==> config.mk <==
export PLATFORM = sky130hd
export DESIGN_NAME = hrs_halt_reaction_selector
export DESIGN_NICKNAME = d
export VERILOG_FILES = /design/src/hrs_pkg.sv /design/src/hrs_halt_reaction_selector.sv
export SDC_FILE = /design/constraint.sdc
export NUM_CORES = 1
export LEC_CHECK = 0
export BUFFER_PORTS_ARGS = -buffer_cell sky130_fd_sc_hd__clkbuf_2
export CORE_MARGIN = 2
export CORE_UTILIZATION = 28
export DETAILED_ROUTE_END_ITERATION = 8
export HOLD_SLACK_MARGIN = 0.06
export PLACE_DENSITY_LB_ADDON = 0.15
export SLEW_MARGIN = 25
export SYNTH_ARGS = -nofsm -noshare
export SYNTH_HDL_FRONTEND = slang
export SYNTH_SLANG_ARGS = --single-unit
==> constraint.sdc <==
create_clock -name ref_clk -period 3.5 [get_ports ref_clk]
set_input_delay 0.525 -clock ref_clk [delete_from_list [all_inputs] [get_ports ref_clk]]
set_output_delay 0.525 -clock ref_clk [all_outputs]
set_load 0.02 [all_outputs]
==> src/hrs_pkg.sv <==
// Package of constants and types for the halt reaction selector.
package hrs_pkg;

	// Register byte offsets on the Avalon-MM slave.
	localparam logic [5:0] OFS_CTRL = 6'h00;
	localparam logic [5:0] OFS_MODE = 6'h04;
	localparam logic [5:0] OFS_QSOPT = 6'h08;
	localparam logic [5:0] OFS_SDOPT = 6'h0c;
	localparam logic [5:0] OFS_DOOPT = 6'h10;
	localparam logic [5:0] OFS_HLOPT = 6'h14;
	localparam logic [5:0] OFS_FLOPT = 6'h18;
	localparam logic [5:0] OFS_FEOPT = 6'h1c;
	localparam logic [5:0] OFS_FEWIN = 6'h20;
	localparam logic [5:0] OFS_SLIPMAX = 6'h24;
	localparam logic [5:0] OFS_STATUS = 6'h28;
	localparam logic [5:0] OFS_ERRHIST = 6'h2c;
	localparam logic [5:0] OFS_IRQSTAT = 6'h30;
	localparam logic [5:0] OFS_IRQEN = 6'h34;
	localparam logic [5:0] OFS_IRQCLR = 6'h38;

	// Control word bit positions.
	localparam int CW_SWON = 0;
	localparam int CW_VOLT = 1;
	localparam int CW_QSN = 2;
	localparam int CW_ENOP = 3;
	localparam int CW_FRST = 7;
	localparam int CW_HALT = 8;

	// Operating mode codes that honour the halt bit.
	localparam logic [7:0] MODE_PP = 8'h01;
	localparam logic [7:0] MODE_VL = 8'h02;
	localparam logic [7:0] MODE_PV = 8'h03;
	localparam logic [7:0] MODE_TQ = 8'h04;
	localparam logic [7:0] MODE_IP = 8'h07;

	// Option code values.
	localparam logic [15:0] OPT_NONE = 16'hffff;
	localparam logic [15:0] OPT_COAST = 16'h0000;
	localparam logic [15:0] OPT_SLOW = 16'h0001;
	localparam logic [15:0] OPT_QUICK = 16'h0002;
	localparam logic [15:0] OPT_SLOW_HOLD = 16'h0005;
	localparam logic [15:0] OPT_QUICK_HOLD = 16'h0006;

	// Reset values of option registers.
	localparam logic [15:0] RST_QSOPT = 16'h0002;
	localparam logic [15:0] RST_SDOPT = 16'h0001;
	localparam logic [15:0] RST_DOOPT = 16'h0001;
	localparam logic [15:0] RST_HLOPT = 16'h0001;
	localparam logic [15:0] RST_FLOPT = 16'h0002;
	localparam logic [15:0] RST_FEOPT = 16'h0002;
	localparam logic [31:0] RST_FEWIN = 32'h00000100;
	localparam logic [31:0] RST_SLIPMAX = 32'h00000100;

	// Values that switch following-error monitoring off.
	localparam logic [31:0] FEWIN_OFF = 32'hffffffff;
	localparam logic [31:0] SLIP_OFF = 32'h7fffffff;

	// Error history codes.
	localparam logic [15:0] ERR_FAULT = 16'h1000;
	localparam logic [15:0] ERR_FOLLOW = 16'h8611;
	localparam logic [15:0] ERR_SLIP = 16'h8612;

	// Interrupt status bit positions.
	localparam int IRQ_FAULT = 0;
	localparam int IRQ_FOLLOW = 1;
	localparam int IRQ_QSTOP = 2;
	localparam int IRQ_STOPPED = 3;
	localparam int IRQ_REJECT = 4;
	localparam int IRQ_W = 5;

	// Power state codes.
	typedef enum logic [3:0] {
		PS_SOD = 4'h0,
		PS_RTSO = 4'h1,
		PS_SWON = 4'h2,
		PS_OPEN = 4'h3,
		PS_QSA = 4'h4,
		PS_FRA = 4'h5,
		PS_FAULT = 4'h6
	} hrs_pstate_t;

	// Braking action selected for the motion generator.
	typedef enum logic [1:0] {
		BR_NONE = 2'h0,
		BR_COAST = 2'h1,
		BR_SLOW = 2'h2,
		BR_QUICK = 2'h3
	} hrs_brake_t;

endpackage : hrs_pkg

==> src/hrs_halt_reaction_selector.sv <==
// Halt reaction selector: power state tracking and braking choice.
// Function
// - Entering quick-stop-active runs the action of the quick stop option.
// - Option zero disables the driver at once; the motor coasts.
// - Quick stop 1 slow ramp, 2 quick ramp, then switch-on-disabled.
// - Quick stop 5 or 6 brakes and stays energised in quick-stop-active.
// - An actuated limit switch also enters quick-stop-active.
// - Shutdown option: 0 coasts, 1 slow ramp then ready-to-switch-on.
// - Disable-operation option: 0 coasts, 1 slow ramp then switched-on.
// - Control word bit 8 runs the action of the halt option.
// - Halt is honoured only in PP, VL, PV, TQ and IP modes.
// - Halt option 1 slow ramp, 2 quick ramp; others reserved.
// - On a fault brake per fault option: 0 coast, 1 slow, 2 quick.
// - Every detected error stores an error code in the history; a fault and a following error in one cycle store only the fault code.
// - Following error option: -1 none, 0 coast, 1 slow, 2 quick.
// - Window -1 or slippage limit 7FFFFFFF disables following monitoring.
// - Slow ramp uses mode deceleration; quick ramp uses its own setting.
// - Quick stop return and fault reset need a rising bit edge.
//
// Chosen here: the placing of the registers and register access over Avalon-MM.
module hrs_halt_reaction_selector (
	input wire logic ref_clk,
	input wire logic arst_n,
	input wire logic [5:0] avs_address,
	input wire logic avs_read,
	input wire logic avs_write,
	input wire logic [31:0] avs_writedata,
	output logic [31:0] avs_readdata,
	output logic avs_waitrequest,
	input wire logic limitSwitch,
	input wire logic faultEvent,
	input wire logic followErr,
	input wire logic slipErr,
	input wire logic speedZero,
	input wire logic [31:0] modeDecel,
	input wire logic [31:0] quickDecel,
	output logic driverEnable,
	output hrs_pkg::hrs_brake_t brakeSel,
	output logic [31:0] rampDecel,
	output logic followMonEn,
	output hrs_pkg::hrs_pstate_t powerState,
	output logic irq
);
	import hrs_pkg::*;

	typedef struct packed {
		logic [15:0] ctrl;
		logic [7:0] mode;
		logic [15:0] qsOpt;
		logic [15:0] sdOpt;
		logic [15:0] doOpt;
		logic [15:0] hlOpt;
		logic [15:0] flOpt;
		logic [15:0] feOpt;
		logic [31:0] feWin;
		logic [31:0] slipMax;
		logic [15:0] errHist;
		logic [IRQ_W-1:0] irqStat;
		logic [IRQ_W-1:0] irqEn;
		hrs_pstate_t ps;
		hrs_pstate_t target;
		hrs_brake_t brake;
		logic ramping;
		logic halting;
		logic qsnPrev;
		logic frstPrev;
		logic [1:0] limSync;
		logic [1:0] fltSync;
		logic [1:0] folSync;
		logic [1:0] slpSync;
		logic [1:0] zeroSync;
		logic fltPrev;
		logic folPrev;
		logic [31:0] rdata;
		logic ack;
		logic [31:0] decel;
		logic drvEn;
		logic monEn;
		logic irqOut;
	} hrs_state_t;

	hrs_state_t st_r;
	hrs_state_t st_nxt;

	////////////////////////////////////////////////////////////////////////
	// Helper functions for option validity and decoding.

	// Maps a plain braking option (0, 1, 2) onto a brake action.
	function automatic hrs_brake_t brakeOf(input logic [15:0] opt);
		unique case (opt)
			OPT_COAST: brakeOf = BR_COAST;
			OPT_SLOW, OPT_SLOW_HOLD: brakeOf = BR_SLOW;
			OPT_QUICK, OPT_QUICK_HOLD: brakeOf = BR_QUICK;
			default: brakeOf = BR_NONE;
		endcase
	endfunction : brakeOf

	// Accepts only the codes that the addressed option object defines.
	function automatic logic optValid(input logic [5:0] a,
		input logic [15:0] v);
		unique case (a)
			OFS_QSOPT: optValid = (v <= OPT_QUICK) ||
				(v == OPT_SLOW_HOLD) || (v == OPT_QUICK_HOLD);
			OFS_SDOPT, OFS_DOOPT: optValid = (v <= OPT_SLOW);
			OFS_HLOPT: optValid = (v == OPT_SLOW) || (v == OPT_QUICK);
			OFS_FLOPT: optValid = (v <= OPT_QUICK);
			OFS_FEOPT: optValid = (v <= OPT_QUICK) || (v == OPT_NONE);
			default: optValid = 1'b1;
		endcase
	endfunction : optValid

	////////////////////////////////////////////////////////////////////////
	// Next-state logic for the bus slave, events and braking sequencer.
	always_comb begin
		logic wr;
		logic isOpt;
		logic qsnRise;
		logic frstRise;
		logic fltRise;
		logic folRise;
		logic limit;
		logic haltOk;
		logic cmdShut;
		logic cmdOn;
		logic cmdEnop;
		logic [IRQ_W-1:0] ev;
		hrs_brake_t hb;
		wr = 1'b0;
		isOpt = 1'b0;
		ev = '0;
		hb = BR_NONE;
		// Locals start at a known value on every pass, so none of them can
		// hold state as a latch.
		qsnRise = 1'b0;
		frstRise = 1'b0;
		fltRise = 1'b0;
		folRise = 1'b0;
		limit = 1'b0;
		haltOk = 1'b0;
		cmdShut = 1'b0;
		cmdOn = 1'b0;
		cmdEnop = 1'b0;
		st_nxt = st_r;
		st_nxt.ack = 1'b0;
		// Two-flop synchronisers for pin-level inputs.
		st_nxt.limSync = {st_r.limSync[0], limitSwitch};
		st_nxt.fltSync = {st_r.fltSync[0], faultEvent};
		st_nxt.folSync = {st_r.folSync[0], followErr};
		st_nxt.slpSync = {st_r.slpSync[0], slipErr};
		st_nxt.zeroSync = {st_r.zeroSync[0], speedZero};
		st_nxt.fltPrev = st_r.fltSync[1];
		st_nxt.folPrev = st_r.folSync[1] | st_r.slpSync[1];
		limit = st_r.limSync[1];
		fltRise = st_r.fltSync[1] & ~st_r.fltPrev;
		// Monitoring is off by either magic value.
		folRise = (st_r.folSync[1] | st_r.slpSync[1]) & ~st_r.folPrev &
			(st_r.feWin != FEWIN_OFF) & (st_r.slipMax != SLIP_OFF);

		// Bus access: one wait cycle, answered when ack is high.
		if ((avs_read | avs_write) & ~st_r.ack) begin
			st_nxt.ack = 1'b1;
			unique case (avs_address)
				OFS_CTRL: st_nxt.rdata = {16'h0000, st_r.ctrl};
				OFS_MODE: st_nxt.rdata = {24'h000000, st_r.mode};
				OFS_QSOPT: st_nxt.rdata = {{16{st_r.qsOpt[15]}}, st_r.qsOpt};
				OFS_SDOPT: st_nxt.rdata = {{16{st_r.sdOpt[15]}}, st_r.sdOpt};
				OFS_DOOPT: st_nxt.rdata = {{16{st_r.doOpt[15]}}, st_r.doOpt};
				OFS_HLOPT: st_nxt.rdata = {{16{st_r.hlOpt[15]}}, st_r.hlOpt};
				OFS_FLOPT: st_nxt.rdata = {{16{st_r.flOpt[15]}}, st_r.flOpt};
				OFS_FEOPT: st_nxt.rdata = {{16{st_r.feOpt[15]}}, st_r.feOpt};
				OFS_FEWIN: st_nxt.rdata = st_r.feWin;
				OFS_SLIPMAX: st_nxt.rdata = st_r.slipMax;
				OFS_STATUS: st_nxt.rdata = {20'h00000, st_r.ramping,
					st_r.brake, st_r.halting, st_r.target, st_r.ps};
				OFS_ERRHIST: st_nxt.rdata = {16'h0000, st_r.errHist};
				OFS_IRQSTAT: st_nxt.rdata = {27'h0000000, st_r.irqStat};
				OFS_IRQEN: st_nxt.rdata = {27'h0000000, st_r.irqEn};
				default: st_nxt.rdata = 32'h00000000;
			endcase
		end

		// A write lands only at the edge where waitrequest is low, so the
		// register and the master agree on when the transfer completed.
		wr = avs_write & st_r.ack;

		// Register writes; reserved option codes are dropped.
		if (wr) begin
			isOpt = (avs_address >= OFS_QSOPT) && (avs_address <= OFS_FEOPT);
			if (isOpt && !optValid(avs_address, avs_writedata[15:0])) begin
				ev[IRQ_REJECT] = 1'b1;
			end else begin
				unique case (avs_address)
					OFS_CTRL: st_nxt.ctrl = avs_writedata[15:0];
					OFS_MODE: st_nxt.mode = avs_writedata[7:0];
					OFS_QSOPT: st_nxt.qsOpt = avs_writedata[15:0];
					OFS_SDOPT: st_nxt.sdOpt = avs_writedata[15:0];
					OFS_DOOPT: st_nxt.doOpt = avs_writedata[15:0];
					OFS_HLOPT: st_nxt.hlOpt = avs_writedata[15:0];
					OFS_FLOPT: st_nxt.flOpt = avs_writedata[15:0];
					OFS_FEOPT: st_nxt.feOpt = avs_writedata[15:0];
					OFS_FEWIN: st_nxt.feWin = avs_writedata;
					OFS_SLIPMAX: st_nxt.slipMax = avs_writedata;
					OFS_IRQEN: st_nxt.irqEn = avs_writedata[IRQ_W-1:0];
					default: ;
				endcase
			end
		end

		// Edge detection on the control word bits.
		st_nxt.qsnPrev = st_r.ctrl[CW_QSN];
		st_nxt.frstPrev = st_r.ctrl[CW_FRST];
		qsnRise = st_r.ctrl[CW_QSN] & ~st_r.qsnPrev;
		frstRise = st_r.ctrl[CW_FRST] & ~st_r.frstPrev;
		cmdShut = ~st_r.ctrl[CW_FRST] & ~st_r.ctrl[CW_SWON] &
			st_r.ctrl[CW_VOLT] & st_r.ctrl[CW_QSN];
		cmdOn = ~st_r.ctrl[CW_FRST] & st_r.ctrl[CW_SWON] &
			st_r.ctrl[CW_VOLT] & st_r.ctrl[CW_QSN];
		cmdEnop = cmdOn & st_r.ctrl[CW_ENOP];
		haltOk = (st_r.mode == MODE_PP) || (st_r.mode == MODE_VL) ||
			(st_r.mode == MODE_PV) || (st_r.mode == MODE_TQ) ||
			(st_r.mode == MODE_IP);

		// Power state machine and braking sequencer.
		if (fltRise | folRise) begin
			// Errors pre-empt everything and log a code.
			st_nxt.errHist = fltRise ? ERR_FAULT :
				(st_r.slpSync[1] ? ERR_SLIP : ERR_FOLLOW);
			ev[IRQ_FAULT] = fltRise;
			ev[IRQ_FOLLOW] = folRise;
			hb = fltRise ? brakeOf(st_r.flOpt) :
				brakeOf(st_r.feOpt);
			if (hb != BR_NONE) begin
				st_nxt.ps = PS_FRA;
				st_nxt.target = PS_FAULT;
				st_nxt.brake = hb;
				st_nxt.ramping = (hb != BR_COAST);
				st_nxt.halting = 1'b0;
			end
		end else if (st_r.ramping) begin
			// Hold the origin state until standstill.
			if (st_r.zeroSync[1]) begin
				st_nxt.ramping = 1'b0;
				st_nxt.ps = st_r.target;
				st_nxt.brake = (st_r.target == PS_QSA || st_r.halting) ?
					st_r.brake : BR_COAST;
				if (st_r.target != PS_QSA && !st_r.halting) begin
					ev[IRQ_STOPPED] = 1'b1;
				end
			end
		end else begin
			unique case (st_r.ps)
				PS_SOD: if (cmdShut) st_nxt.ps = PS_RTSO;
				PS_RTSO: if (cmdOn) st_nxt.ps = PS_SWON;
				PS_SWON: if (cmdEnop) begin
					st_nxt.ps = PS_OPEN;
					st_nxt.brake = BR_NONE;
				end else if (cmdShut) st_nxt.ps = PS_RTSO;
				PS_OPEN: begin
					if (~st_r.ctrl[CW_QSN] | limit) begin
						// Commanded or limit quick stop.
						ev[IRQ_QSTOP] = 1'b1;
						hb = brakeOf(st_r.qsOpt);
						st_nxt.brake = hb;
						st_nxt.ps = (hb == BR_COAST) ? PS_SOD : PS_OPEN;
						st_nxt.ramping = (hb != BR_COAST);
						st_nxt.target = (st_r.qsOpt == OPT_SLOW_HOLD ||
							st_r.qsOpt == OPT_QUICK_HOLD) ?
							PS_QSA : PS_SOD;
					end else if (cmdShut) begin
						hb = brakeOf(st_r.sdOpt);
						st_nxt.brake = hb;
						st_nxt.ramping = (hb == BR_SLOW);
						st_nxt.target = PS_RTSO;
						if (hb == BR_COAST) st_nxt.ps = PS_RTSO;
					end else if (cmdOn & ~st_r.ctrl[CW_ENOP]) begin
						hb = brakeOf(st_r.doOpt);
						st_nxt.brake = hb;
						st_nxt.ramping = (hb == BR_SLOW);
						st_nxt.target = PS_SWON;
						if (hb == BR_COAST) st_nxt.ps = PS_SWON;
					end else if (st_r.ctrl[CW_HALT] & haltOk) begin
						// Halt ramps but stays enabled.
						st_nxt.brake = brakeOf(st_r.hlOpt);
						st_nxt.halting = 1'b1;
						st_nxt.ramping = ~st_r.halting;
						st_nxt.target = PS_OPEN;
					end else begin
						st_nxt.halting = 1'b0;
						st_nxt.brake = BR_NONE;
					end
					if (~st_r.ctrl[CW_VOLT]) begin
						st_nxt.ps = PS_SOD; // Disable voltage coasts.
						st_nxt.brake = BR_COAST;
						st_nxt.ramping = 1'b0;
						st_nxt.halting = 1'b0;
					end
				end
				PS_QSA: if (qsnRise & cmdEnop) begin
					st_nxt.ps = PS_OPEN;
					st_nxt.brake = BR_NONE;
				end else if (~st_r.ctrl[CW_VOLT]) begin
					st_nxt.ps = PS_SOD;
					st_nxt.brake = BR_COAST;
				end
				PS_FRA: st_nxt.ps = PS_FAULT;
				PS_FAULT: if (frstRise) begin
					st_nxt.ps = PS_SOD;
					st_nxt.brake = BR_COAST;
				end
				default: st_nxt.ps = PS_SOD;
			endcase
			if (st_r.ps != PS_OPEN) st_nxt.halting = 1'b0;
			if (~st_r.ctrl[CW_VOLT] && st_r.ps != PS_FAULT &&
				st_r.ps != PS_QSA && st_r.ps != PS_OPEN) begin
				st_nxt.ps = PS_SOD;
			end
		end

		// Ramp deceleration source for the chosen brake.
		st_nxt.decel = (st_nxt.brake == BR_QUICK) ? quickDecel :
			(st_nxt.brake == BR_SLOW) ? modeDecel : 32'h00000000;

		// Sticky interrupt bits: a new event wins over the clear.
		if (wr && avs_address == OFS_IRQCLR) begin
			st_nxt.irqStat = st_r.irqStat & ~avs_writedata[IRQ_W-1:0];
		end
		st_nxt.irqStat = st_nxt.irqStat | ev;

		// Decoded outputs are registered so that no output glitches.
		// The driver is off for a coast, and outside operation, quick stop and fault reaction unless ramping.
		st_nxt.drvEn = (st_nxt.brake != BR_COAST) &&
			(st_nxt.ps == PS_OPEN || st_nxt.ps == PS_QSA ||
			st_nxt.ps == PS_FRA || st_nxt.ramping);
		// Monitoring is off for either magic value.
		st_nxt.monEn = (st_nxt.feWin != FEWIN_OFF) &&
			(st_nxt.slipMax != SLIP_OFF);
		// Level interrupt from the enabled sticky bits.
		st_nxt.irqOut = |(st_nxt.irqStat & st_nxt.irqEn);
	end

	////////////////////////////////////////////////////////////////////////
	// State register.
	always_ff @(posedge ref_clk or negedge arst_n) begin
		if (!arst_n) begin
			st_r <= '0;
			st_r.qsOpt <= RST_QSOPT;
			st_r.sdOpt <= RST_SDOPT;
			st_r.doOpt <= RST_DOOPT;
			st_r.hlOpt <= RST_HLOPT;
			st_r.flOpt <= RST_FLOPT;
			st_r.feOpt <= RST_FEOPT;
			st_r.feWin <= RST_FEWIN;
			st_r.slipMax <= RST_SLIPMAX;
			st_r.ps <= PS_SOD;
			st_r.brake <= BR_COAST;
			st_r.monEn <= 1'b1; // Reset window and limit keep monitoring on.
		end else begin
			st_r <= st_nxt;
		end
	end

	////////////////////////////////////////////////////////////////////////
	// Outputs straight from the state register; only waitrequest is
	// combinational, as the handshake needs it in the request cycle.
	assign avs_readdata = st_r.rdata;
	assign avs_waitrequest = (avs_read | avs_write) & ~st_r.ack;
	assign driverEnable = st_r.drvEn;
	assign brakeSel = st_r.brake;
	assign rampDecel = st_r.decel;
	assign followMonEn = st_r.monEn;
	assign powerState = st_r.ps;
	assign irq = st_r.irqOut;

endmodule : hrs_halt_reaction_selector

==> results.sh, run 1 <==
export IMPL_ff2ff_setup_slack_ps=390
export IMPL_path_cells="nand4_1, nor4_1, nand2_1, a21oi_1, buf_12, mux2i_1, o2111ai_4, buf_12, buf_4, mux2i_1, nor2_1"
export IMPL_leakagePower_nw=7.773
export IMPL_drtIter0Drc=855
export IMPL_power_mw=8.789
export IMPL_worstPathBufferInverterCount=3
export IMPL_final_min_clock_period_ps=3112
export IMPL_async_reset_ff_frac=1.000
export IMPL_max_cap_viol_count=0
export IMPL_die_height_um=226.2
export IMPL_wl_per_cell_um=22.91
export IMPL_total_number_of_clock_tree_sinks=291
export IMPL_coreArea_mm2=0.04885
export IMPL_route_detailed_vias_per_inst=5.056
export IMPL_clock_insertion_delay_worst_skew_ps=560
export IMPL_post_cts_resized=0
export IMPL_worstReg2RegEnd="rampDecel[16]"
export IMPL_clk_transition_reported_paths_ps=50
export IMPL_cts_inserted_buffers=36
export IMPL_global_route_usage_met2=0.2993
export IMPL_hold_path_endpoint="st_nxt[79]"
export IMPL_synthFlopType="sky130_fd_sc_hd__dfrtp_1"
export IMPL_route_vias_total=10583
export IMPL_netlist_area_mm2=0.01382
export IMPL_ctsHoldBuffers=4
export IMPL_critical_path_slowest_cell="sky130_fd_sc_hd__nor4_1"
export IMPL_die_width_um=226.2
export IMPL_crit_path_start_kind="flip-flop"
export IMPL_worst_hold_path_num_cells=1
export IMPL_drcViolationCount=0
export IMPL_fp_dieArea_mm2=0.05114
export IMPL_worst_endpoint_required_ps=3930
export IMPL_reg2regPathDepth=11
export IMPL_area_delta_synth_final_pct=20.70
export IMPL_timing_hold_violations_final=0
export IMPL_boundaryPins=185
export IMPL_antenna_diode_count=0
export IMPL_setup_crit_end_kind="flip-flop"
export IMPL_worst_hold_path_type="in2reg"
export IMPL_grt_overflow=0
export IMPL_layout_worst_path_cycle_share=0.8892
export IMPL_initial_antenna_violation_count=0
export IMPL_synthesis_area_per_instance_um2=11.12
export IMPL_maxSlewHeadroom=0.4233
export IMPL_dp_hpwl_um=35000
export IMPL_grt_setup_unrepaired="no"
export IMPL_met3_usage=0.04072
export IMPL_clock_tree_buffer_depth=3
export IMPL_initial_core_util=0.2829
export IMPL_drive_above_1_share=0.3142
export IMPL_library_cell_with_the_highest_instance_count_after_synthesis="sky130_fd_sc_hd__dfrtp_1"
export IMPL_timing_critical_path_max_delay_family="simple AND/OR/NAND/NOR gates"
export IMPL_irDropWorstVdd_mv=0.2867
export IMPL_detailedRoute_firstPassIterationCount=7
export IMPL_min_from="limitSwitch"
export IMPL_final_setup_tns_ps=0
export IMPL_gpl_final_weighted_congestion=0.8534
export IMPL_status="completed"
export IMPL_power_density_over_the_cells_mw_per_mm2=526.9
export IMPL_synth_top_cell_area_share=0.5089
export IMPL_postRouteWirelength_um=47950
export IMPL_post_synth_edffs=0
export IMPL_netlist_instances=1243
export IMPL_drv_slew=0
export IMPL_synth_seq_area_share=0.5279
export IMPL_ant_nets=0
export IMPL_synth_cell_types=76
export IMPL_postCtsSetupRepairBufs=0
export IMPL_via_count_of_the_first_global_routing_pass=10657
export IMPL_use_met1=0.2541
export IMPL_crit_path_max_fanout=25
export IMPL_synth_top_cells_by_area="sky130_fd_sc_hd__dfrtp_1, sky130_fd_sc_hd__mux2_2, sky130_fd_sc_hd__buf_4, sky130_fd_sc_hd__nor2b_1, sky130_fd_sc_hd__mux2i_1"
export IMPL_worstSetupPathType="reg2reg"
export IMPL_netlist_top_cells_count="sky130_fd_sc_hd__dfrtp_1, sky130_fd_sc_hd__mux2_2, sky130_fd_sc_hd__nor2_1, sky130_fd_sc_hd__nor2b_1, sky130_fd_sc_hd__buf_4"
export IMPL_clk_root_buffer_cell="sky130_fd_sc_hd__clkbuf_16"
export IMPL_transition_time_at_the_pin_with_the_least_slew_margin_ps=865.0
export IMPL_finClkSkew_ps=21.90
export IMPL_htree_num_levels=2
export IMPL_critPathArrivalTime_ps=3540
export IMPL_grt_util_all_layers=0.1879
export IMPL_achievable_frequency_mhz=321.3
export IMPL_ys_seq_elements=291
export IMPL_grt_pass1_wl_um=70940
export IMPL_core_rowCount=81
export IMPL_cts_tree="built"
export IMPL_synth_area_leader_cell="sky130_fd_sc_hd__dfrtp_1"
export IMPL_longest_individual_stage_delay_on_the_worst_path_ps=540
export IMPL_fin_util=0.3414
export IMPL_synth_warnings=0
export IMPL_largest_net_degree_at_the_start_of_global_routing=95
export IMPL_setup_violations_final=0
export IMPL_reg2reg_from="st_r[139]"
export IMPL_grt_busiest_layer="met2"
export IMPL_finalNetCount=1514
export IMPL_port_buffer_count=184
export IMPL_synthesis_nets=1354
==> how the worst max path moves through the flow <==
stage	start	end	cells past startpoint
after detailed placement	st_r[163]	rampDecel[16]	12
after global placement	st_r[163]	rampDecel[4]	11
final	st_r[139]	rampDecel[16]	11
after global routing	st_r[163]	rampDecel[16]	12
after CTS	st_r[163]	rampDecel[16]	12
after floorplan	avs_address[2]	st_r[291]	8
==> stage by stage <==
| step | cell area (um^2) | setup WS (ps) | hold slack [ps] | instances |
|---|---|---|---|---|
| 3_5_place_dp | 15420 | 391.3 | 339.6 | 2025 |
| 6_report | 16680 | 388.0 | 92.00 | 2093 |
| 5_1_grt | 16680 | 168.9 | 77.09 | 2093 |
| 4_1_cts | 16680 | 369.6 | 62.75 | 2093 |
| 3_3_place_gp | 15420 | 377.7 | 335.0 | 2025 |
| 2_1_floorplan | 13820 | 728.7 | 229.4 | 1243 |
==> cell usage in the layout (no fill, tap or decap), drive strengths merged, types with 6 or more instances in the layout <==
cell type / instances
dfrtp: 281
a22oi: 15
a21oi: 27
nand2b: 18
o22ai: 9
mux2i: 48
clkinv: 9
nand3: 10
mux2: 112
o21ai: 60
a221oi: 34
dfstp: 10
nand4: 33
nor2: 99
inv: 28
nor3: 24
a31oi: 13
buf: 73
nand2: 62
nor2b: 80
nor4b: 7
a222oi: 17
a22o: 11
a41oi: 6
nor4: 23
clkbuf: 233
==> metal layers <==
metal | up-vias | wire length, um
met3 | 73 | 2826
met4 | 0 | 1378
li1 | 4788 | -
met5 | - | 0
met2 | 307 | 22480
met1 | 5415 | 21260
==> registers in the layout, indices dropped and copies added, names as in the netlist <==
name          flops
rampDecel        32
irq               1
st_nxt            8
avs_readdata     32
brakeSel          2
powerState        4
followMonEn       1
st_r            210
driverEnable      1
==> cell type report <==
| class | count | area, um^2 |
|---|---|---|
| Inverter | 27 | 101.3 |
| Timing Repair Buffer | 260 | 1637 |
| Sequential cell | 291 | 7295 |
| Tap cell | 664 | 830.8 |
| Clock buffer | 50 | 1013 |
| Multi-Input combinational cell | 787 | 5602 |
| Clock inverter | 14 | 200.2 |
| Fill cell | 5019 | 32170 |
==> kinds of logic (layout without fill, tap and decap cells) <==
group / after synthesis / count (layout) / share of synthesized area
and+or+nand+nor: 393 / 393 / 0.1551
DFF: 291 / 291 / 0.5279
AOI/OAI and AO/OA: 227 / 227 / 0.1171
buffers and inverters: 165 / 351 / 0.06945
muxes: 160 / 160 / 0.1260
xor gates and xnor gates: 7 / 7 / 0.004437
==> worst register-to-register path, delay by kind of cell, from the launching register on <==
family / cells / cell delay [ps]
muxes: 2 / 440
buffers and inverters: 3 / 590
DFF: 1 / 390
AOI/OAI and AO/OA: 2 / 530
and+or+nand+nor: 4 / 1060
==> where the power goes <==
group          leakage, nW  total (mW)  internal, mW  switching (mW)
clock                0.601        3.85          2.33            1.52
sequential            3.85        3.82          3.60           0.220
combinational         3.33        1.12         0.474           0.646
(Power assumes the default switching activity.)
==> inputs of run 2 (changes only) <==
--- a/config.mk
+++ b/config.mk
@@ -6,11 +6,12 @@
 export NUM_CORES = 1
 export LEC_CHECK = 0
 export BUFFER_PORTS_ARGS = -buffer_cell sky130_fd_sc_hd__clkbuf_2
+export CORE_ASPECT_RATIO = 1.1
 export CORE_MARGIN = 2
-export CORE_UTILIZATION = 28
+export CORE_UTILIZATION = 47
 export DETAILED_ROUTE_END_ITERATION = 8
 export HOLD_SLACK_MARGIN = 0.06
-export PLACE_DENSITY_LB_ADDON = 0.15
+export PLACE_DENSITY = 0.67
 export SLEW_MARGIN = 25
 export SYNTH_ARGS = -nofsm -noshare
 export SYNTH_HDL_FRONTEND = slang
==> run 2 against run 1 <==
Against the previous run:
- critical path depth down 2
- first-iteration DRC count up 39%
- via count up 0.64%
- largest power group is now sequential cells
- sequential share of layout area up 2.0 points
- count of clock-buffer cells in the layout down 8
- the run now ends with design-rule violations left
==> results.sh, run 2 (same netlist as run 1, synthesis figures left out) <==
export IMPL_irDropWorstVdd_mv=0.3850
export IMPL_htree_num_levels=1
export IMPL_antenna_diode_count=0
export IMPL_worst_endpoint_required_ps=3940
export IMPL_reg2reg_from="st_r[190]"
export IMPL_cts_tree="built"
export IMPL_via_count_of_the_first_global_routing_pass=10571
export IMPL_clk_transition_reported_paths_ps=70
export IMPL_detailedRoute_firstPassIterationCount=8
export IMPL_mostFrequentLayoutCell="sky130_fd_sc_hd__dfrtp_1"
export IMPL_worstReg2RegEnd="rampDecel[2]"
export IMPL_critical_path_slowest_cell="sky130_fd_sc_hd__or4_1"
export IMPL_largest_register_ff_count=210
export IMPL_post_cts_resized=0
export IMPL_clk_root_buffer_cell="sky130_fd_sc_hd__clkbuf_16"
export IMPL_dp_hpwl_um=29540
export IMPL_max_cap_viol_count=0
export IMPL_status="finished, violations left"
export IMPL_layout_worst_path_cycle_share=0.8765
export IMPL_timing_critical_path_max_delay_family="simple AND/OR/NAND/NOR gates"
export IMPL_grt_pass1_wl_um=62160
export IMPL_power_density_over_the_cells_mw_per_mm2=512.3
export IMPL_final_min_clock_period_ps=3068
export IMPL_final_setup_tns_ps=0
export IMPL_worst_hold_path_type="in2reg"
export IMPL_drt_met1_wl_um=16800
export IMPL_fp_dieArea_mm2=0.03079
export IMPL_ant_nets=0
export IMPL_placedInstanceArea_mm2=0.01488
export IMPL_crit_path_start="st_r[190]"
export IMPL_violations="design-rule violations"
export IMPL_postCtsSetupRepairBufs=0
export IMPL_fin_hold_ws_ps=86.47
export IMPL_coreArea_mm2=0.02879
export IMPL_postRouteWirelength_um=40610
export IMPL_timing_hold_violations_final=0
export IMPL_maxSlewHeadroom=0.4408
export IMPL_clock_insertion_delay_worst_skew_ps=570
export IMPL_clock_tree_buffer_depth=3
export IMPL_longest_individual_stage_delay_on_the_worst_path_ps=550
export IMPL_largest_net_degree_at_the_start_of_global_routing=105
export IMPL_finalWorstSetupSlack_ps=432.2
export IMPL_total_number_of_clock_tree_sinks=291
export IMPL_finish_instance_area_mm2=0.01595
export IMPL_port_buffer_count=184
export IMPL_grt_setup_unrepaired="no"
export IMPL_gpl_final_weighted_congestion=0.9523
export IMPL_transition_time_at_the_pin_with_the_least_slew_margin_ps=838.9
export IMPL_finalNetCount=1494
export IMPL_die_width_um=167.5
export IMPL_cts_inserted_buffers=31
export IMPL_worstSetupPathType="reg2reg"
export IMPL_drv_slew=0
export IMPL_ff2ff_setup_slack_ps=430
export IMPL_worst_path_stages=9
export IMPL_grt_util_all_layers=0.2603
export IMPL_reg2regPathDepth=9
export IMPL_crit_path_max_fanout=34
export IMPL_setup_crit_end_kind="flip-flop"
export IMPL_critPathArrivalTime_ps=3500
export IMPL_drtIter0Drc=1189
export IMPL_mostFrequentLayoutCells="sky130_fd_sc_hd__dfrtp_1, sky130_fd_sc_hd__clkbuf_2, sky130_fd_sc_hd__mux2_2"
export IMPL_crit_path_start_kind="flip-flop"
export IMPL_route_vias_total=10651
export IMPL_achievable_frequency_mhz=326.0
export IMPL_wl_met3_um=2940
export IMPL_initial_antenna_violation_count=0
export IMPL_initial_core_util=0.4800
export IMPL_route_detailed_vias_per_inst=6.001
export IMPL_drive_above_1_share=0.3014
export IMPL_area_delta_synth_final_pct=15.43
export IMPL_setup_violations_final=0
export IMPL_pre_cts_ws_ps=354.9
export IMPL_boundaryPins=185
export IMPL_highest_signal_layer="met4"
export IMPL_drcViolationCount=19
export IMPL_leakagePower_nw=7.579
export IMPL_crit_end="rampDecel[2]"
export IMPL_largest_register="st_r"
export IMPL_die_height_um=183.8
export IMPL_grt_overflow=0
export IMPL_wl_per_cell_um=22.88
export IMPL_met2_length_um=19050
export IMPL_path_cells="or4_1, or4_4, o32ai_2, nor2_1, mux2i_1, o2111ai_4, buf_12, mux2i_1, nor2_1"
export IMPL_worstPathBufferInverterCount=1
export IMPL_core_rowCount=65
export IMPL_finClkSkew_ps=18.41
[run 2: metrics by stage]
stage          utilization  power (mW)  instances
3_3_place_gp        0.5168       4.870       1713
4_1_cts             0.5540       8.220       1775
3_5_place_dp        0.5168       4.890       1713
5_1_grt             0.5540       8.468       1775
2_1_floorplan            -       4.532       1243
6_report            0.5540       8.171       1775
[run 2: power breakdown]
| group | switching (mW) | leakage [nW] | internal, mW |
|---|---|---|---|
| clock network | 1.36 | 0.500 | 1.96 |
| logic | 0.609 | 3.23 | 0.424 |
| registers | 0.214 | 3.85 | 3.60 |
[run 2: worst register-to-register path, stage by stage (launching register included)]
cell and delay (ps):
sky130_fd_sc_hd__dfrtp_1 390, sky130_fd_sc_hd__or4_1 550, sky130_fd_sc_hd__or4_4 460, sky130_fd_sc_hd__o32ai_2 550, sky130_fd_sc_hd__nor2_1 70, sky130_fd_sc_hd__mux2i_1 230, sky130_fd_sc_hd__o2111ai_4 170, sky130_fd_sc_hd__buf_12 210
sky130_fd_sc_hd__mux2i_1 230, sky130_fd_sc_hd__nor2_1 60
[run 2: layer usage]
| metal | vias to the layer above | GRT usage |
|---|---|---|
| li1 | 4752 | - |
| met1 | 5303 | 0.3492 |
| met2 | 489 | 0.4196 |
| met3 | 107 | 0.04478 |
| met4 | 0 | 0.1120 |
| met5 | - | 0 |
[run 2: area by class of cell]
class | count | area, um^2
well taps | 368 | 460.4
clock buffers | 42 | 837.1
clock inverters | 15 | 183.9
fillers | 2517 | 12840
multi-input cells | 787 | 5597
repair buffers | 245 | 1476
flip-flops and latches | 291 | 7295
inverters | 27 | 101.3
[run 2: worst min-delay path by stage]
| stage | startpoint | end | slack, ps | cells past startpoint |
|---|---|---|---|---|
| after floorplan | arst_n | avs_readdata[0] | 230 | 0 |
| after global placement | st_nxt[77] | st_nxt[69] | 330 | 0 |
| after detailed placement | st_nxt[79] | st_r[79] | 330 | 0 |
| after CTS | slipErr | st_nxt[73] | 60 | 1 |
| after global routing | slipErr | st_nxt[73] | 70 | 1 |
| final | slipErr | st_nxt[73] | 90 | 1 |
[run 2: what timing repair did]
item                                   4_1_cts  5_1_grt
setup endpoints to repair                    0        0
endpoints found under the hold margin        8        0
hold buffers                                 5        0
==> inputs of run 3 (changes only) <==
--- a/config.mk
+++ b/config.mk
@@ -5,6 +5,7 @@
 export SDC_FILE = /design/constraint.sdc
 export NUM_CORES = 1
 export LEC_CHECK = 0
+export ABC_AREA = 1
 export BUFFER_PORTS_ARGS = -buffer_cell sky130_fd_sc_hd__clkbuf_2
 export CORE_ASPECT_RATIO = 1.1
 export CORE_MARGIN = 2
==> run 3 against run 2 <==
Against the previous run:
- critical path depth increased by 4
- worst hold slack improved by 29 ps
- largest power group unchanged
- the flow now finishes without violations
- clock power increased by 11%
- utilization decreased by 1.2 points
- first-iteration DRC count increased by 7.5%
- combinational power increased to 2.8 times the previous value
==> results.sh, run 3 <==
export IMPL_status="completed"
export IMPL_htree_num_levels=2
export IMPL_synth_area_leader_cell="sky130_fd_sc_hd__dfrtp_1"
export IMPL_yosys_area_share_xor_xnor=0.002280
export IMPL_synth_fa_ha_area_frac=0
export IMPL_ys_seq_elements=291
export IMPL_transition_time_at_the_pin_with_the_least_slew_margin_ps=624.7
export IMPL_mostFrequentLayoutCells="sky130_fd_sc_hd__nand2_1, sky130_fd_sc_hd__inv_1, sky130_fd_sc_hd__dfrtp_1"
export IMPL_multi_input_area_mm2=0.006013
export IMPL_maxSlewHeadroom=0.5829
export IMPL_detailedRoute_firstPassIterationCount=6
export IMPL_route_vias_total=13953
export IMPL_irDropWorstVdd_mv=0.4373
export IMPL_mostFrequentLayoutCell="sky130_fd_sc_hd__nand2_1"
export IMPL_postRouteWirelength_um=47270
export IMPL_net_switching_power_mw=3.803
export IMPL_clk_root_buffer_cell="sky130_fd_sc_hd__clkbuf_16"
export IMPL_grt_setup_unrepaired="no"
export IMPL_finalWorstSetupSlack_ps=769.8
export IMPL_muxShareOfSynthArea=0
export IMPL_async_reset_ff_frac=1.000
export IMPL_pwr_share_clk=0.337
export IMPL_grt_util_all_layers=0.2770
export IMPL_hold_path_endpoint="st_nxt[73]"
export IMPL_netlist_instances=2038
export IMPL_min_from="slipErr"
export IMPL_cts_tree="built"
export IMPL_critPathArrivalTime_ps=3180
export IMPL_gpl_final_weighted_congestion=0.9476
export IMPL_pre_cts_ws_ps=687.0
export IMPL_ctsHoldBuffers=1
export IMPL_setup_crit_end_kind="flip-flop"
export IMPL_antenna_diode_count=0
export IMPL_synthesis_nets=2149
export IMPL_achievable_frequency_mhz=366.3
export IMPL_intPower_mw=7.198
export IMPL_clk_transition_reported_paths_ps=50
export IMPL_power_density_over_the_cells_mw_per_mm2=628.4
export IMPL_worst_hold_path_num_cells=1
export IMPL_fill_cells=3154
export IMPL_largest_register_ff_count=210
export IMPL_worstSetupPathType="reg2reg"
export IMPL_port_buffer_count=184
export IMPL_initial_antenna_violation_count=0
export IMPL_via_count_of_the_first_global_routing_pass=13474
export IMPL_total_number_of_clock_tree_sinks=291
export IMPL_synthesis_area_per_instance_um2=7.541
export IMPL_area_delta_synth_final_pct=13.91
export IMPL_drtIter0Drc=1278
export IMPL_boundaryPins=185
export IMPL_synth_top_cell_area_share=0.4575
export IMPL_core_rowCount=69
export IMPL_synth_top_cells_by_area="sky130_fd_sc_hd__dfrtp_1, sky130_fd_sc_hd__nand2_1, sky130_fd_sc_hd__inv_1, sky130_fd_sc_hd__o21ai_0, sky130_fd_sc_hd__nand3_1"
export IMPL_finClkSkew_ps=21.95
export IMPL_coreArea_mm2=0.03229
export IMPL_synth_top_family_by_area="simple AND/OR/NAND/NOR gates"
export IMPL_post_cts_resized=0
export IMPL_drv_slew=0
export IMPL_drcViolationCount=0
export IMPL_clock_tree_buffer_depth=3
export IMPL_seq_power_share=0.403
export IMPL_initial_core_util=0.4760
export IMPL_final_min_clock_period_ps=2730
export IMPL_final_setup_tns_ps=0
export IMPL_finalNetCount=2263
export IMPL_worstReg2RegEnd="irq"
export IMPL_library_cell_with_the_highest_instance_count_after_synthesis="sky130_fd_sc_hd__nand2_1"
export IMPL_wl_per_cell_um=18.17
export IMPL_fp_dieArea_mm2=0.03416
export IMPL_synthFlopType="sky130_fd_sc_hd__dfrtp_1"
export IMPL_die_height_um=193.7
export IMPL_simple_logic_cell_fraction_of_the_synthesized_area=0.2530
export IMPL_max_cap_viol_count=0
export IMPL_reg2reg_from="st_r[160]"
export IMPL_largest_net_degree_at_the_start_of_global_routing=82
export IMPL_timing_hold_violations_final=0
export IMPL_reg2regPathDepth=13
export IMPL_leakagePower_nw=9.534
export IMPL_synth_warnings=0
export IMPL_synth_seq_area_share=0.4746
export IMPL_worst_endpoint_required_ps=3950
export IMPL_post_synth_edffs=0
export IMPL_drive_above_1_share=0.1494
export IMPL_largest_register="st_r"
export IMPL_ff2ff_setup_slack_ps=770
export IMPL_cts_inserted_buffers=34
export IMPL_grt_pass1_wl_um=73860
export IMPL_ant_nets=0
export IMPL_dp_hpwl_um=35190
export IMPL_postCtsSetupRepairBufs=0
export IMPL_crit_path_start_kind="flip-flop"
export IMPL_netlist_area_mm2=0.01537
export IMPL_p_comb_frac=0.260
export IMPL_setup_violations_final=0
export IMPL_synth_cell_types=49
export IMPL_worst_hold_path_type="in2reg"
export IMPL_grt_overflow=0
export IMPL_crit_path_max_fanout=7
export IMPL_netlist_top_cells_count="sky130_fd_sc_hd__nand2_1, sky130_fd_sc_hd__inv_1, sky130_fd_sc_hd__dfrtp_1, sky130_fd_sc_hd__o21ai_0, sky130_fd_sc_hd__nor2_1"
export IMPL_route_detailed_vias_per_inst=5.364
export IMPL_p_sw_frac=0.3457
export IMPL_sequential_cell_area_mm2=0.007295
export IMPL_die_width_um=176.4
export IMPL_clock_insertion_delay_worst_skew_ps=520
export IMPL_share_of_the_synthesized_area_in_compound_gates_ao_oa_aoi_oai=0.1339
export IMPL_layout_worst_path_cycle_share=0.7800
## run 3: power by group through the flow
stage          logic [mW]  registers, mW  clock network [mW]
2_1_floorplan        2.27           4.32                   0
3_3_place_gp         2.80           4.46                   0
3_5_place_dp         2.85           4.48                   0
4_1_cts              2.87           4.42                3.76
5_1_grt              3.23           4.50                3.91
6_report             2.86           4.43                3.71
## run 3: per-layer routing
layer	GRT usage	part of all wire	up-vias
li1	-	-	6667
met1	0.3606	0.41	6573
met2	0.4643	0.48	596
met3	0.04235	0.071	117
met4	0.1087	0.041	0
met5	0	0	-
## run 3: stage by stage
stage	hold WS (ps)	total power, mW	instances	util	instance area, um^2
finish	115.1	11.00	2601	0.5422	17510
global route	105.0	11.64	2601	0.5422	17510
CTS	106.3	11.05	2601	0.5422	17510
detailed placement	337.8	7.328	2541	0.5058	16330
global placement	334.1	7.260	2541	0.5058	16330
floorplan	229.4	6.593	2038	-	15370
## run 3: critical path, cell delays in order (launching register included)
cell                      delay (ps)
sky130_fd_sc_hd__dfstp_2         520
sky130_fd_sc_hd__inv_1            80
sky130_fd_sc_hd__nor3_1          310
sky130_fd_sc_hd__nand2_1         110
sky130_fd_sc_hd__nor2_1          110
sky130_fd_sc_hd__nand2_1          80
sky130_fd_sc_hd__nand3_1         200
sky130_fd_sc_hd__nand2_2          80
sky130_fd_sc_hd__inv_1           200
sky130_fd_sc_hd__nand2_1         150
sky130_fd_sc_hd__o21ai_0         530
sky130_fd_sc_hd__nand2_1         110
sky130_fd_sc_hd__nand3_1         100
sky130_fd_sc_hd__a21o_1           90
## run 3: final cells by class
cell class              count  area share
clock buffers              46     0.05525
clock inverters            13     0.01122
inverters                 330     0.07083
multi-input cells        1274      0.3435
flip-flops and latches    291      0.4167
well taps                 426     0.03045
repair buffers            221     0.07205
## run 3: cells by family (layout without fill, tap and decap cells)
kind of cell / after synthesis / after routing
flops: 291 / 291
compound gates: 352 / 352
buf+inv: 473 / 610
xor+xnor: 4 / 4
simple gates: 918 / 918
## run 3: worst max-delay path by stage
stage	slack [ps]	start	cells after the start	endpoint
after floorplan	1330	avs_address[0]	11	avs_readdata[10]
after global placement	680	avs_address[3]	11	st_r[232]
after detailed placement	690	avs_address[3]	11	st_r[232]
after CTS	820	st_r[160]	13	rampDecel[7]
after global routing	550	st_r[160]	13	rampDecel[15]
final	770	st_r[160]	13	irq
